<file path="src/common/sram_host_consts.svh">
// Timing constants for the static RAM host controller
`ifndef SRAM_HOST_CONSTS_SVH
`define SRAM_HOST_CONSTS_SVH
`define CLK_PERIOD_NS 10
`define READ_CYCLE_NS 200
`define WRITE_CYCLE_NS 200
`define WRITE_PULSE_NS 85
`define DATA_SETUP_NS 65
`define ACCESS_NS 200
`define RECOVERY_NS 200
`define CYC_UP(ns) (((ns) + `CLK_PERIOD_NS - 1) / `CLK_PERIOD_NS)
`define READ_CYCLES `CYC_UP(`READ_CYCLE_NS)
`define WRITE_CYCLES `CYC_UP(`WRITE_CYCLE_NS)
`define WRITE_PULSE_CYCLES `CYC_UP(`WRITE_PULSE_NS)
`define DATA_SETUP_CYCLES `CYC_UP(`DATA_SETUP_NS)
`define ACCESS_CYCLES `CYC_UP(`ACCESS_NS)
`define RECOVERY_CYCLES `CYC_UP(`RECOVERY_NS)
`endif

</file>
<file path="src/common/sram_host_pkg.sv">
// Types for the static RAM host controller
package sram_host_pkg;
  typedef enum logic [2:0] {
    ST_IDLE = 3'b000,
    ST_READ = 3'b001,
    ST_WRITE = 3'b010,
    ST_WREC = 3'b011,
    ST_STANDBY = 3'b100,
    ST_RECOVER = 3'b101
  } state_e;
endpackage : sram_host_pkg

</file>
<file path="src/rtl/sram_host.sv">
// Host controller driving a 256x4 asynchronous static RAM
`timescale 1ns/1ps
`include "sram_host_consts.svh"
module sram_host #(
  parameter int ADDR_W = 8,
  parameter int DATA_W = 4
) (
  // Clock and reset
  input wire logic clock,
  input wire logic reset_n,
  // User request port
  input wire logic req_valid,
  input wire logic req_write,
  input wire logic [ADDR_W-1:0] req_addr,
  input wire logic [DATA_W-1:0] req_wdata,
  output logic req_ready,
  output logic [DATA_W-1:0] rsp_rdata,
  output logic rsp_valid,
  // Standby control
  input wire logic standby_req,
  output logic standby_active,
  // Memory pins
  output logic [ADDR_W-1:0] mem_addr,
  output logic [DATA_W-1:0] mem_din,
  input wire logic [DATA_W-1:0] mem_dout,
  output logic chip_enable_active_low,
  output logic chip_enable_active_high,
  output logic write_strobe_n,
  output logic output_float_control
);
  localparam logic [7:0] READ_CYC = 8'(`READ_CYCLES);
  localparam logic [7:0] WRITE_CYC = 8'(`WRITE_CYCLES);
  localparam logic [7:0] WP_CYC = 8'(`WRITE_PULSE_CYCLES);
  localparam logic [7:0] ACC_CYC = 8'(`ACCESS_CYCLES);
  localparam logic [7:0] REC_CYC = 8'(`RECOVERY_CYCLES);
  localparam logic [7:0] DS_CYC = 8'(`DATA_SETUP_CYCLES);

  sram_host_pkg::state_e state_reg;
  logic [7:0] cnt_reg;
  logic last;
  logic [7:0] read_age_reg;
  logic [7:0] din_age_reg;

  // One step down a cycle count; shared by every timed state
  function automatic logic [7:0] count_down(input logic [7:0] value);
    return value - 8'h01;
  endfunction : count_down

  // Ages stop at the top rather than wrap back to a short age
  function automatic logic [7:0] age_up(input logic [7:0] value);
    if (value == 8'hff) begin
      return value;
    end
    return value + 8'h01;
  endfunction : age_up

  assign last = (cnt_reg == 8'h01);
  assign req_ready = (state_reg == sram_host_pkg::ST_IDLE) && !standby_req;
  assign standby_active = (state_reg == sram_host_pkg::ST_STANDBY);

  // Sequencer; every access spans a full cycle time
  always_ff @(posedge clock or negedge reset_n) begin
    if (!reset_n) begin
      state_reg <= sram_host_pkg::ST_IDLE;
      cnt_reg <= 8'h00;
    end else begin
      case (state_reg)
        sram_host_pkg::ST_IDLE: begin
          if (standby_req) begin
            state_reg <= sram_host_pkg::ST_STANDBY;
          end else if (req_valid && req_write) begin
            state_reg <= sram_host_pkg::ST_WRITE;
            cnt_reg <= WP_CYC;
          end else if (req_valid) begin
            state_reg <= sram_host_pkg::ST_READ;
            cnt_reg <= READ_CYC;
          end
        end
        sram_host_pkg::ST_READ: begin
          cnt_reg <= count_down(cnt_reg);
          if (last) begin
            state_reg <= sram_host_pkg::ST_IDLE;
          end
        end
        sram_host_pkg::ST_WRITE: begin
          cnt_reg <= count_down(cnt_reg);
          if (last) begin
            state_reg <= sram_host_pkg::ST_WREC;
            cnt_reg <= WRITE_CYC - WP_CYC;
          end
        end
        sram_host_pkg::ST_WREC: begin
          cnt_reg <= count_down(cnt_reg);
          if (last) begin
            state_reg <= sram_host_pkg::ST_IDLE;
          end
        end
        sram_host_pkg::ST_STANDBY: begin
          if (!standby_req) begin
            state_reg <= sram_host_pkg::ST_RECOVER;
            cnt_reg <= REC_CYC;
          end
        end
        sram_host_pkg::ST_RECOVER: begin
          cnt_reg <= count_down(cnt_reg);
          if (last) begin
            state_reg <= sram_host_pkg::ST_IDLE;
          end
        end
        default: state_reg <= sram_host_pkg::ST_IDLE;
      endcase
    end
  end

  // Address and data held for the whole access, past the strobe rise
  always_ff @(posedge clock or negedge reset_n) begin
    if (!reset_n) begin
      mem_addr <= '0;
      mem_din <= '0;
    end else if (req_ready && req_valid) begin
      mem_addr <= req_addr;
      mem_din <= req_wdata;
    end
  end

  // Pin levels: selected only during accesses, deselected in standby
  always_ff @(posedge clock or negedge reset_n) begin
    if (!reset_n) begin
      chip_enable_active_low <= 1'b1;
      chip_enable_active_high <= 1'b0;
      write_strobe_n <= 1'b1;
      output_float_control <= 1'b1;
    end else begin
      chip_enable_active_low <= 1'b1;
      chip_enable_active_high <= 1'b0;
      write_strobe_n <= 1'b1;
      output_float_control <= 1'b1;
      if (req_ready && req_valid) begin
        chip_enable_active_low <= 1'b0;
        chip_enable_active_high <= 1'b1;
        write_strobe_n <= !req_write;
        output_float_control <= req_write;
      end else if (state_reg == sram_host_pkg::ST_READ && !last) begin
        chip_enable_active_low <= 1'b0;
        chip_enable_active_high <= 1'b1;
        output_float_control <= 1'b0;
      end else if (state_reg == sram_host_pkg::ST_WRITE && !last) begin
        chip_enable_active_low <= 1'b0;
        chip_enable_active_high <= 1'b1;
        write_strobe_n <= 1'b0;
      end
    end
  end

  // Sample read data at the end of the cycle, exactly one access time after the select
  always_ff @(posedge clock or negedge reset_n) begin
    if (!reset_n) begin
      rsp_rdata <= '0;
      rsp_valid <= 1'b0;
    end else begin
      rsp_valid <= 1'b0;
      if (state_reg == sram_host_pkg::ST_READ && last) begin
        rsp_rdata <= mem_dout;
        rsp_valid <= 1'b1;
      end
    end
  end

  // Cycles the pins have stood in the read setting
  always_ff @(posedge clock or negedge reset_n) begin
    if (!reset_n) begin
      read_age_reg <= 8'h00;
    end else if (!chip_enable_active_low && chip_enable_active_high &&
                 !output_float_control) begin
      read_age_reg <= age_up(read_age_reg);
    end else begin
      read_age_reg <= 8'h00;
    end
  end

  // Cycles since address and write data were last loaded
  always_ff @(posedge clock or negedge reset_n) begin
    if (!reset_n) begin
      din_age_reg <= 8'h00;
    end else if (req_ready && req_valid) begin
      din_age_reg <= 8'h00;
    end else begin
      din_age_reg <= age_up(din_age_reg);
    end
  end

  a_standby_desel: assert property (
    @(posedge clock) disable iff (!reset_n)
    standby_active |-> chip_enable_active_low && !chip_enable_active_high)
    else $error("chip selected in standby");
  a_write_float: assert property (
    @(posedge clock) disable iff (!reset_n)
    !write_strobe_n |-> output_float_control && !chip_enable_active_low &&
      chip_enable_active_high)
    else $error("bad pins during write");
  a_write_hold: assert property (
    @(posedge clock) disable iff (!reset_n)
    !write_strobe_n ##1 write_strobe_n |-> $stable(mem_din) && $stable(mem_addr))
    else $error("write data moved at strobe rise");
  a_read_space: assert property (
    @(posedge clock) disable iff (!reset_n)
    rsp_valid |-> $past(state_reg, 21) == sram_host_pkg::ST_IDLE &&
      $past(state_reg) == sram_host_pkg::ST_READ)
    else $error("read cycle too short");
  a_write_space: assert property (
    @(posedge clock) disable iff (!reset_n)
    $fell(write_strobe_n) |-> !req_ready [*8] ##1 !req_ready [*8] ##1
      !req_ready [*4])
    else $error("write cycle too short");
  a_recover_wait: assert property (
    @(posedge clock) disable iff (!reset_n)
    $fell(standby_active) |-> !req_ready [*8] ##1 !req_ready [*8] ##1
      !req_ready [*4])
    else $error("access before recovery");
  a_read_strobe: assert property (
    @(posedge clock) disable iff (!reset_n)
    !output_float_control |-> write_strobe_n && !chip_enable_active_low)
    else $error("outputs on outside a read");
  a_rsp_pulse: assert property (
    @(posedge clock) disable iff (!reset_n)
    rsp_valid |=> !rsp_valid)
    else $error("response not a pulse");
  a_access_time: assert property (
    @(posedge clock) disable iff (!reset_n)
    rsp_valid |-> read_age_reg >= ACC_CYC)
    else $error("read data taken before access time");
  a_data_setup: assert property (
    @(posedge clock) disable iff (!reset_n)
    $rose(write_strobe_n) |-> din_age_reg >= DS_CYC)
    else $error("write data set up too late");
  a_addr_steady: assert property (
    @(posedge clock) disable iff (!reset_n)
    !write_strobe_n |=> $stable(mem_addr) && $stable(mem_din))
    else $error("address moved during write pulse");
endmodule : sram_host

</file>
<file path="config.mk">
export PLATFORM = sky130hd
export DESIGN_NAME = sram_host
export DESIGN_NICKNAME = d
export VERILOG_FILES = /design/src/common/sram_host_pkg.sv /design/src/rtl/sram_host.sv
export VERILOG_INCLUDE_DIRS = /design/src /design/src/common
export SDC_FILE = /design/constraint.sdc
export NUM_CORES = 1
export LEC_CHECK = 0
export ABC_CLOCK_PERIOD_IN_PS = 1850
export BUFFER_PORTS_ARGS = -buffer_cell sky130_fd_sc_hd__buf_2
export CAP_MARGIN = 20
export CORE_ASPECT_RATIO = 1.75
export CORE_MARGIN = 2
export CORE_UTILIZATION = 46
export CTS_CLUSTER_DIAMETER = 60
export CTS_CLUSTER_SIZE = 20
export DETAILED_ROUTE_END_ITERATION = 10
export HOLD_SLACK_MARGIN = 0.05
export PLACE_DENSITY = 0.75
export SYNTH_ARGS = -nofsm -noshare
export SYNTH_HDL_FRONTEND = slang
export SYNTH_SLANG_ARGS = --single-unit
</file>
<file path="constraint.sdc">
create_clock -name clock -period 1.85 [get_ports clock]
set_input_delay 0.37 -clock clock [delete_from_list [all_inputs] [get_ports clock]]
set_output_delay 0.37 -clock clock [all_outputs]
set_load 0.03 [all_outputs]
</file>
Word-level counts from Yosys, hierarchy flattened
Index checks and enable logic that the tools add are counted.
{"block": "classes", "mux": 24, "addsub": 1, "eq_ne": 12, "n_reduce_logical": 14}
{"operator": "$mux 8", "count": 5}
{"operator": "$pmux 8 s4", "count": 1}
{"operator": "$mux 3", "count": 6}
{"operator": "$pmux 3 s4", "count": 1}
{"operator": "$mux 1", "count": 11}
{"operator": "$eq 8x1->1 const B", "count": 1}
{"operator": "$reduce_and 4->1", "count": 2}
{"operator": "$sub 8x1->8 const B", "count": 1}
{"operator": "$eq 3x2->1 const B", "count": 2}
{"operator": "$eq 3x3->1 const B", "count": 2}
{"operator": "$logic_and 1x1->1", "count": 6}
{"operator": "$ne 2x2->1 const B", "count": 3}
{"operator": "$ne 4x3->1 const B", "count": 1}
{"operator": "$reduce_bool 4->1", "count": 1}
{"operator": "$eq 3x1->1 const B", "count": 1}
{"operator": "$logic_not 1->1", "count": 3}
{"operator": "$logic_not 3->1", "count": 1}
{"operator": "$ne 3x2->1 const B", "count": 1}
{"operator": "$reduce_or 3->1", "count": 1}
{"operator": "$ne 2x1->1 const B", "count": 1}
{"block": "word_totals", "input_bits": 21, "output_inout_bits": 23, "regBits": 32}

Longest topological paths before layout
Gate-level depths: netlist of the first run.
{"block": "depth", "word_depth": 6, "depth_mapped": 7, "depth_no_buf": 6}

Worst setup path before layout of the first run
Ideal clock, no wire load.
{"block": "synth_path", "path_type": "register -> register", "from": "reg state_reg[0]", "to": "reg mem_addr[2]", "n_path_buf": 2, "required_time_ps": 1722, "path_stages_with_launch": 6, "t_arrival_ps": 2388, "synth_period_minus_slack_ps": 2516, "setup_slack_ps": -666, "setup_ps": 128, "cell_sequence": "dfrtp_1 -> nor4_1 -> and2_1 -> buf_2 -> buf_2 -> mux2_1"}
{"block": "synth_via", "elab_chain_len": 3}
{"element": "start: declaration", "line": "sram_host.sv:38", "source": "sram_host_pkg::state_e state_reg;"}
{"element": "start signal: assignment", "line": "sram_host.sv:64", "source": "state_reg <= sram_host_pkg::ST_IDLE;"}
{"element": "start signal: assignment", "line": "sram_host.sv:70", "source": "state_reg <= sram_host_pkg::ST_STANDBY;"}
{"element": "start signal: assignment", "line": "sram_host.sv:72", "source": "state_reg <= sram_host_pkg::ST_WRITE;"}
{"element": "$logic_not 3->1", "line": "sram_host.sv:58", "source": "assign req_ready = (state_reg == sram_host_pkg::ST_IDLE) && !standby_req;"}
{"element": "$logic_and 1x1->1", "line": "sram_host.sv:58"}
{"element": "net req_ready", "line": "sram_host.sv:16", "source": "output logic req_ready,"}
{"element": "$logic_and 1x1->1"}
{"element": "end signal: assignment", "line": "sram_host.sv:121", "source": "mem_addr <= req_addr;"}
{"element": "end: declaration", "line": "sram_host.sv:23", "source": "output logic [ADDR_W-1:0] mem_addr,"}
The timed path passes the listed nets, and every way through them passes these cells.
A chain may end at the register's enable or synchronous reset.

Worst setup path in the final report of the first run
{"block": "layout_path", "from": "reg cnt_reg[1]", "to": "reg cnt_reg[5]"}
{"block": "layout_via", "elab_chain_len": 3, "elab_cells_between_ends": 4}
{"element": "start: declaration", "line": "sram_host.sv:39", "source": "logic [7:0] cnt_reg;"}
{"element": "start signal: assignment", "line": "sram_host.sv:80", "source": "cnt_reg <= count_down(cnt_reg);"}
{"element": "start signal: assignment", "line": "sram_host.sv:86", "source": "cnt_reg <= count_down(cnt_reg);"}
{"element": "start signal: assignment", "line": "sram_host.sv:89", "source": "cnt_reg <= WRITE_CYC - WP_CYC;"}
{"element": "$sub 8x1->8 / $eq 8x1->1 (equally long branches)", "line": "sram_host.sv:46, sram_host.sv:57"}
{"element": "$mux 8", "line": "sram_host.sv:87", "source": "if (last) begin"}
{"element": "$pmux 8 s4 (*)", "line": "sram_host.sv:67", "source": "case (state_reg)"}
Every way passes the cells marked *; elsewhere a longest branch is shown, timed or not.

==> flow_summary.json, run 1 <==
{
  "yosysUniqueCellTypes": 42,
  "htree_levels": 2,
  "dp_slack_ns": -0.03677,
  "grtUsageTotal_pct": 21.67,
  "fp.dieW_um": 47.80,
  "synth-edff-count": 0,
  "drt-total-wl_mm": 3.576,
  "synth_cells": 138,
  "violations": "setup timing",
  "p_leak_nw": 1.008,
  "crit_fanout": 7,
  "die_area_mm2": 0.003854,
  "netlist_top_cells_area": "dfrtp_1, mux2_1, dfstp_2",
  "drv_cap": 0,
  "setup_ws_ns": -0.01102,
  "critPathKind": "reg2reg",
  "clock_sinks": 32,
  "avgRoutedWirePerCell_um": 15.03,
  "synth_area_leader_cell": "dfrtp_1",
  "synth-seq-cells": 32,
  "crit_path_start_kind": "flip-flop",
  "cts_tree": "done",
  "gp_congestion": 0.9362,
  "cp_slowest_cell": "or3b_4",
  "rrSetupSlack_ns": -0.01,
  "drive_above_1_share_pct": 40.51,
  "vias": 1284,
  "utilization_pct": 64.30,
  "grt-ovfl-total": 0,
  "endpoint_kind": "flip-flop",
  "netlist_area_mm2": 0.001544,
  "cts-root-buf": "clkbuf_8",
  "pwr_density_cell_mw_per_mm2": 1724,
  "path_cells": "inv_2 -> ha_4 -> or3b_4 -> o311ai_4 -> o21ai_1 -> a22o_1",
  "fin_setup_tns_ns": -0.01102,
  "die_h_um": 80.64,
  "ant_nets": 0,
  "max_slew.worst_pin.slew_ns": 0.7020,
  "grt_max_degree": 33,
  "r2r_cells": 6,
  "cts_buffers": 5,
  "async_flop_share_pct": 100.0,
  "synth.most_common_cell": "dfrtp_1",
  "initial_core_util_pct": 48.62,
  "synth_commonest_cells": "dfrtp_1, mux2_1, nor2_1",
  "finClkSkew_ns": 0.005104,
  "status": "finished with violations",
  "diodes": 0,
  "firstDrtPassIters": 4,
  "drtIter0Drc": 23,
  "ys_seq_area_share_pct": 52.11,
  "hold_viol_final": 0,
  "rows": 27,
  "ioPinCount": 44,
  "setup_violations": 1,
  "holdBufCountCts": 0,
  "cp.arrival_ns": 2.04,
  "synth_top_area_share_pct": 47.00,
  "clock_path_buffers": 2,
  "grt_pass1_vias": 1268,
  "syn_nets": 161,
  "critPathTopFamily": "compound AO/OA/AOI/OAI gates",
  "design_area_mm2": 0.002042,
  "antenna_found_initial": 0,
  "worst_slew_margin_rel_pct": 53.20,
  "yosys_warnings": 0,
  "numPortBuffers": 43,
  "path_depth": 6,
  "slowest_delay_ns": 0.41,
  "placed_area_mm2": 0.001892,
  "rsz0062_at_grt": "true",
  "min_path_type": "in2async",
  "postSynthAreaPerCell_um2": 11.19,
  "fin_crit_ns": 1.861,
  "path_buf_inv": 1,
  "hpwlAfterDp_mm": 2.745,
  "syn_to_final_growth_pct": 32.25,
  "nets": 217,
  "clk-insertion-delay-late_ns": 0.28,
  "grt_pass1_wl_mm": 5.913,
  "synth-main-ff-cell": "dfrtp_1",
  "core_area_mm2": 0.003176,
  "cts.clk_slew.worst_paths_ns": 0.06,
  "peakVddDrop_uv": 1245,
  "period_share_pct": 100.6,
  "drc": 0,
  "slew_violations": 0,
  "viasPerCell": 5.395,
  "cp.required_ns": 2.03,
  "max_freq_ghz": 0.5373
}
[power breakdown]
group | total (mW) | internal, mW | switching, mW
combinational | 1.65 | 0.667 | 0.980
sequential | 1.22 | 1.02 | 0.204
clock | 0.649 | 0.399 | 0.250
total | 3.52 | 2.09 | 1.43
[final timing paths]
path | startpoint | endpoint
max in group asynchronous | reset_n | state_reg[1]
worst max register to register | cnt_reg[1] | cnt_reg[5]
worst max-delay path | cnt_reg[1] | cnt_reg[5]
worst min-delay path | reset_n | mem_addr[2]
worst min register to register | cnt_reg[7] | cnt_reg[7]
min in group clock | mem_dout[0] | rsp_rdata[0]
[what timing repair did]
item                                    CTS  global route
pin swaps                                 2             5
buffers inserted                          0             2
endpoints found under the setup margin    5             8
resized for setup                         2             5
[cell families (layout without fill, tap and decap cells)]
family / after synthesis / after routing / synth area share [%]
DFF: 32 / 32 / 52.11
adders and majority gates: 2 / 2 / 1.620
AOI/OAI and AO/OA: 30 / 30 / 14.75
xor gates and xnor gates: 1 / 1 / 0.5674
buffers and inverters: 13 / 70 / 3.403
and+or+nand+nor: 42 / 42 / 14.59
muxes: 18 / 18 / 12.97
[metal layers]
metal | vias up | share of wire, % | GRT usage, %
met5 | - | 0 | 0
met4 | 0 | 3.6 | 12.43
met3 | 12 | 4.0 | 5.393
met2 | 42 | 55 | 36.27
met1 | 625 | 37 | 22.97
li1 | 605 | - | -
[layout make-up]
class | instances | area, µm²
Clock buffer | 6 | 72.57
Fill cell | 286 | 1134
Clock inverter | 2 | 35.03
Multi-Input combinational cell | 93 | 730.7
Inverter | 7 | 26.28
Sequential cell | 32 | 805.8
Tap cell | 43 | 53.80
Timing Repair Buffer | 55 | 317.8
[stage by stage]
step | cells | hold WS [ns] | power, mW
final | 238 | 0.1291 | 3.520
after floorplan | 138 | 0.07441 | 2.277
after global placement | 228 | 0.4408 | 2.760
after global routing | 238 | 0.1883 | 3.756
after detailed placement | 228 | 0.4561 | 2.838
after CTS | 236 | 0.1471 | 3.508
[cells in the final DEF (no fill, tap or decap), drive strengths merged]
cell / n
a21oi: 6
o21a: 1
a22o: 2
or3b: 1
nor2: 16
nor2b: 1
nor3: 3
o21ai: 6
mux2: 16
a22oi: 1
ha: 2
nor3b: 1
buf: 55
inv: 7
clkinv: 1
o311ai: 1
nor4: 3
dfrtp: 29
nand3: 1
or4b: 1
or4: 1
a211oi: 3
a211o: 1
or2: 2
a21o: 2
clkbuf: 6
dfstp: 3
o211ai: 1
nand2: 7
mux2i: 2
bufinv: 1
a221oi: 1
o221ai: 2
and2: 3
nand2b: 2
a311oi: 1
o21bai: 1
xnor2: 1
a32oi: 1
Power figures use the tool's default switching activity.
==> run 2: changes to the inputs <==
--- a/config.mk
+++ b/config.mk
@@ -16,7 +16,7 @@
 export CTS_CLUSTER_SIZE = 20
 export DETAILED_ROUTE_END_ITERATION = 10
 export HOLD_SLACK_MARGIN = 0.05
-export PLACE_DENSITY = 0.75
+export PLACE_DENSITY = 0.74
 export SYNTH_ARGS = -nofsm -noshare
 export SYNTH_HDL_FRONTEND = slang
 export SYNTH_SLANG_ARGS = --single-unit
==> flow_summary.json, run 2 (synthesis gave the netlist of run 1 again) <==
{
  "utilization_pct": 64.38,
  "crit_end": "cnt_reg[5]",
  "cp.required_ns": 2.02,
  "max_freq_ghz": 0.5515,
  "fin_crit_ns": 1.813,
  "p_leak_nw": 1.019,
  "numPortBuffers": 43,
  "grt_pass1_vias": 1342,
  "core_area_mm2": 0.003176,
  "routed.top_layer": "met4",
  "cts-root-buf": "clkbuf_8",
  "cp.arrival_ns": 1.98,
  "fin_setup_tns_ns": 0,
  "peakVddDrop_uv": 917.0,
  "clk-insertion-delay-late_ns": 0.28,
  "grt_max_degree": 33,
  "dp.cells": 228,
  "cts_buffers": 5,
  "critPathLaunch": "cnt_reg[1]",
  "pwr_density_cell_mw_per_mm2": 1739,
  "worst_slew_margin_rel_pct": 53.93,
  "cts.clk_slew.worst_paths_ns": 0.06,
  "syn_to_final_growth_pct": 32.41,
  "met3_length_um": 160,
  "path_cells": "inv_2 -> ha_1 -> or3b_4 -> o311ai_4 -> o21ai_1 -> a22o_1",
  "vias": 1298,
  "cts_tree": "done",
  "die_h_um": 80.64,
  "final_cell_count_no_fill": 238,
  "avgRoutedWirePerCell_um": 14.21,
  "die_area_mm2": 0.003854,
  "ant_nets": 0,
  "period_share_pct": 98.02,
  "crit_path_start_kind": "flip-flop",
  "gp_congestion": 0.9405,
  "finClkSkew_ns": 0.001863,
  "drt-total-wl_mm": 3.383,
  "clock_sinks": 32,
  "min_path_type": "in2async",
  "slew_violations": 0,
  "endpoint_kind": "flip-flop",
  "crit_fanout": 4,
  "cp_slowest_cell": "or3b_4",
  "met1_length_mm": 1.217,
  "grt_pass1_wl_mm": 5.602,
  "diodes": 0,
  "antenna_found_initial": 0,
  "grt-ovfl-total": 0,
  "r2r_cells": 6,
  "hold_viol_final": 0,
  "wl_met2_mm": 1.890,
  "holdWs_ns": 0.1319,
  "setup_ws_ns": 0.03666,
  "fp.dieW_um": 47.80,
  "hpwlAfterDp_mm": 2.581,
  "dp_slack_ns": -0.008178,
  "setup_violations": 0,
  "firstDrtPassIters": 4,
  "drtIter0Drc": 25,
  "drc": 0,
  "critPathKind": "reg2reg",
  "r2r_end": "cnt_reg[5]",
  "grtUsageTotal_pct": 20.34,
  "ioPinCount": 44,
  "clock_path_buffers": 2,
  "max_slew.worst_pin.slew_ns": 0.6910,
  "power_mw": 3.554,
  "design_area_mm2": 0.002044,
  "initial_core_util_pct": 48.62,
  "rsz0062_at_grt": "true",
  "viasPerCell": 5.454,
  "slowest_delay_ns": 0.41,
  "rrSetupSlack_ns": 0.04,
  "r2r_start": "cnt_reg[1]",
  "htree_levels": 2,
  "layout_common_cells": "buf_2, dfrtp_1, mux2_1",
  "final_common_cell": "buf_2",
  "drive_above_1_share_pct": 39.49,
  "drv_cap": 0,
  "nets": 217,
  "rows": 27,
  "status": "complete, no violations",
  "placed_area_mm2": 0.001892
}
[run 2: cell types whose count changed in the layout (fill, tap and decap cells not counted), sizes merged]
cell / delta
clkbuf: +1
clkinv: -1
[run 2: worst min path at each step]
stage | cells after the start | slack, ns | end
finish | 1 | 0.13 | mem_addr[2]
global route | 1 | 0.18 | cnt_reg[5]
CTS | 1 | 0.16 | cnt_reg[5]
detailed placement | 1 | 0.46 | mem_addr[2]
global placement | 1 | 0.44 | mem_addr[3]
floorplan | 0 | 0.07 | chip_enable_active_high
[run 2: layout make-up]
type | count | area [µm²]
fillers | 278 | 1131
flip-flops and latches | 32 | 804.5
multi-input cells | 93 | 711.9
repair buffers | 55 | 321.6
clock buffers | 7 | 96.34
well taps | 43 | 53.80
clock inverters | 1 | 30.03
inverters | 7 | 26.28
[run 2: critical path: cells and delay by family, from the launching register on]
kind                     cells  cell delay, ns
AO/OA/AOI/OAI                3            0.71
buffers and inverters        1            0.06
flip-flops                   1            0.39
AND/OR/NAND/NOR              1            0.41
adder cells (fa/ha/maj)      1            0.12
[run 2: where the power goes]
group / switching, mW / total, mW / leakage, nW / internal [mW]
clock: 0.248 / 0.723 / 0.0645 / 0.475
sequential: 0.206 / 1.22 / 0.387 / 1.02
combinational: 0.950 / 1.61 / 0.568 / 0.656
total: 1.40 / 3.55 / 1.02 / 2.15
[run 2: per-layer routing]
metal	up-vias	GRT usage (%)
li1	606	-
met1	636	20.68
met2	44	34.93
met3	12	4.494
met4	0	12.16
met5	-	0
[run 2: repair_timing]
action / in CTS / in global routing
setup buffers: 1 / 1
setup endpoints to repair: 3 / 6
hold buffers: 0 / 0
gates resized for setup: 1 / 3
pin swaps: 2 / 4
endpoints found under the hold margin: 0 / 0
==> run 3: changes to the inputs <==
--- a/config.mk
+++ b/config.mk
@@ -17,6 +17,7 @@
 export DETAILED_ROUTE_END_ITERATION = 10
 export HOLD_SLACK_MARGIN = 0.05
 export PLACE_DENSITY = 0.74
+export SETUP_SLACK_MARGIN = 0.2
 export SYNTH_ARGS = -nofsm -noshare
 export SYNTH_HDL_FRONTEND = slang
 export SYNTH_SLANG_ARGS = --single-unit
==> flow_summary.json, run 3 (synthesis gave the netlist of run 1 again) <==
{
  "peakVddDrop_uv": 962.3,
  "clk-insertion-delay-late_ns": 0.28,
  "design_area_mm2": 0.002173,
  "clock_sinks": 32,
  "core_area_mm2": 0.003176,
  "layout_common_cells": "buf_2, dfrtp_1, buf_4",
  "ant_nets": 0,
  "cp_slowest_cell": "or4_4",
  "power.share.sequential_pct": 34.3,
  "grtUsageTotal_pct": 20.17,
  "rows": 27,
  "min_path_type": "in2async",
  "power.internal_mw": 2.138,
  "placed_area_mm2": 0.001908,
  "endpoint_kind": "flip-flop",
  "period_share_pct": 99.61,
  "rsz0062_at_grt": "true",
  "hold_viol_final": 0,
  "gp_congestion": 0.9241,
  "htree_levels": 2,
  "p_leak_nw": 1.074,
  "drc": 0,
  "p_clk_share_pct": 15.6,
  "cts-root-buf": "clkbuf_8",
  "p_sw_mw": 1.478,
  "drive_above_1_share_pct": 52.24,
  "fp.dieW_um": 47.80,
  "diodes": 0,
  "cts.clk_slew.worst_paths_ns": 0.06,
  "drt-total-wl_mm": 3.886,
  "fin_crit_ns": 1.843,
  "finClkSkew_ns": 0.005098,
  "slowest_delay_ns": 0.60,
  "vias": 1351,
  "max_freq_ghz": 0.5427,
  "pwr_density_cell_mw_per_mm2": 1664,
  "nets": 224,
  "crit_path_start_kind": "flip-flop",
  "cts_buffers": 5,
  "grt_max_degree": 33,
  "initial_core_util_pct": 48.62,
  "r2r_start": "cnt_reg[5]",
  "switching_share_pct": 40.88,
  "final_common_cell": "buf_2",
  "r2r_cells": 5,
  "slew_violations": 0,
  "status": "complete, no violations",
  "numPortBuffers": 43,
  "grt_pass1_vias": 1300,
  "syn_to_final_growth_pct": 40.76,
  "drv_cap": 0,
  "dp.cells": 226,
  "cp.arrival_ns": 2.02,
  "grt_pass1_wl_mm": 5.478,
  "final_cell_count_no_fill": 244,
  "critPathKind": "reg2reg",
  "setup_violations": 0,
  "path_cells": "or4_4 -> o311ai_4 -> buf_4 -> nor4_1 -> a21o_1",
  "cp.required_ns": 2.02,
  "rrSetupSlack_ns": 0.007,
  "drtIter0Drc": 40,
  "avgRoutedWirePerCell_um": 15.93,
  "die_h_um": 80.64,
  "r2r_end": "cnt_reg[6]",
  "firstDrtPassIters": 4,
  "viasPerCell": 5.537,
  "crit_fanout": 5,
  "die_area_mm2": 0.003854,
  "worst_slew_margin_rel_pct": 53.25,
  "grt-ovfl-total": 0,
  "cts_tree": "done",
  "hpwlAfterDp_mm": 2.683,
  "max_slew.worst_pin.slew_ns": 0.7013,
  "ioPinCount": 44,
  "comb_power_share_pct": 50.1,
  "clock_path_buffers": 2,
  "antenna_found_initial": 0
}
## run 3: cell type report
| cell class | count | area (µm²) |
|---|---|---|
| Fill cell | 266 | 1002 |
| Clock buffer | 7 | 96.34 |
| Multi-Input combinational cell | 93 | 805.8 |
| Inverter | 7 | 26.28 |
| Timing Repair Buffer | 62 | 382.9 |
| Sequential cell | 32 | 808.3 |
| Tap cell | 43 | 53.80 |
## run 3: stage by stage
stage	hold WS [ns]	total power [mW]	utilization (%)	TNS (ns)	setup WS [ns]
3_5_place_dp	0.4579	2.865	60.09	0	0.01385
5_1_grt	0.2058	3.818	68.44	-0.1563	-0.02352
4_1_cts	0.1556	3.479	64.81	0	0.02940
2_1_floorplan	0.07441	2.373	-	0	0.01880
3_3_place_gp	0.4344	2.801	60.09	0	0.07149
6_report	0.1356	3.616	68.44	0	0.007221
## run 3: worst max path at each step
stage                 startpoint  slack (ns)           to  depth (start not counted)
finish                cnt_reg[5]       0.007   cnt_reg[6]                          5
global route          cnt_reg[5]       -0.02   cnt_reg[6]                          5
CTS                   cnt_reg[5]        0.03   cnt_reg[6]                          5
detailed placement    cnt_reg[1]        0.01   cnt_reg[5]                          6
global placement      cnt_reg[1]        0.07   cnt_reg[5]                          6
floorplan           state_reg[0]        0.02  mem_addr[2]                          5
## run 3: critical path: cells and delay by family, from the launching register on
kind	cells	cell delay, ns
buffers and inverters	1	0.18
AO/OA/AOI/OAI	2	0.52
flip-flops	1	0.40
AND/OR/NAND/NOR	2	0.64
## run 3: timing repair
item	4_1_cts	5_1_grt
setup buffers	3	8
pin swaps	8	4
hold buffers	0	0
resized for setup	10	16
endpoints found under the hold margin	0	0
setup endpoints to repair	23	26
## run 3: power groups by stage
stage	clock network [mW]	registers [mW]	logic (mW)
2_1_floorplan	0	1.64	0.738
3_3_place_gp	0	1.22	1.58
3_5_place_dp	0	1.24	1.63
4_1_cts	0.578	1.23	1.67
5_1_grt	0.608	1.27	1.94
6_report	0.562	1.24	1.81
## run 3: per-layer routing
| layer | vias up | GRT usage, % | part of all wire, % |
|---|---|---|---|
| li1 | 616 | - | - |
| met1 | 666 | 18.57 | 33 |
| met2 | 56 | 36.93 | 58 |
| met3 | 13 | 4.944 | 5.3 |
| met4 | 0 | 10.54 | 3.2 |
| met5 | - | 0 | 0 |
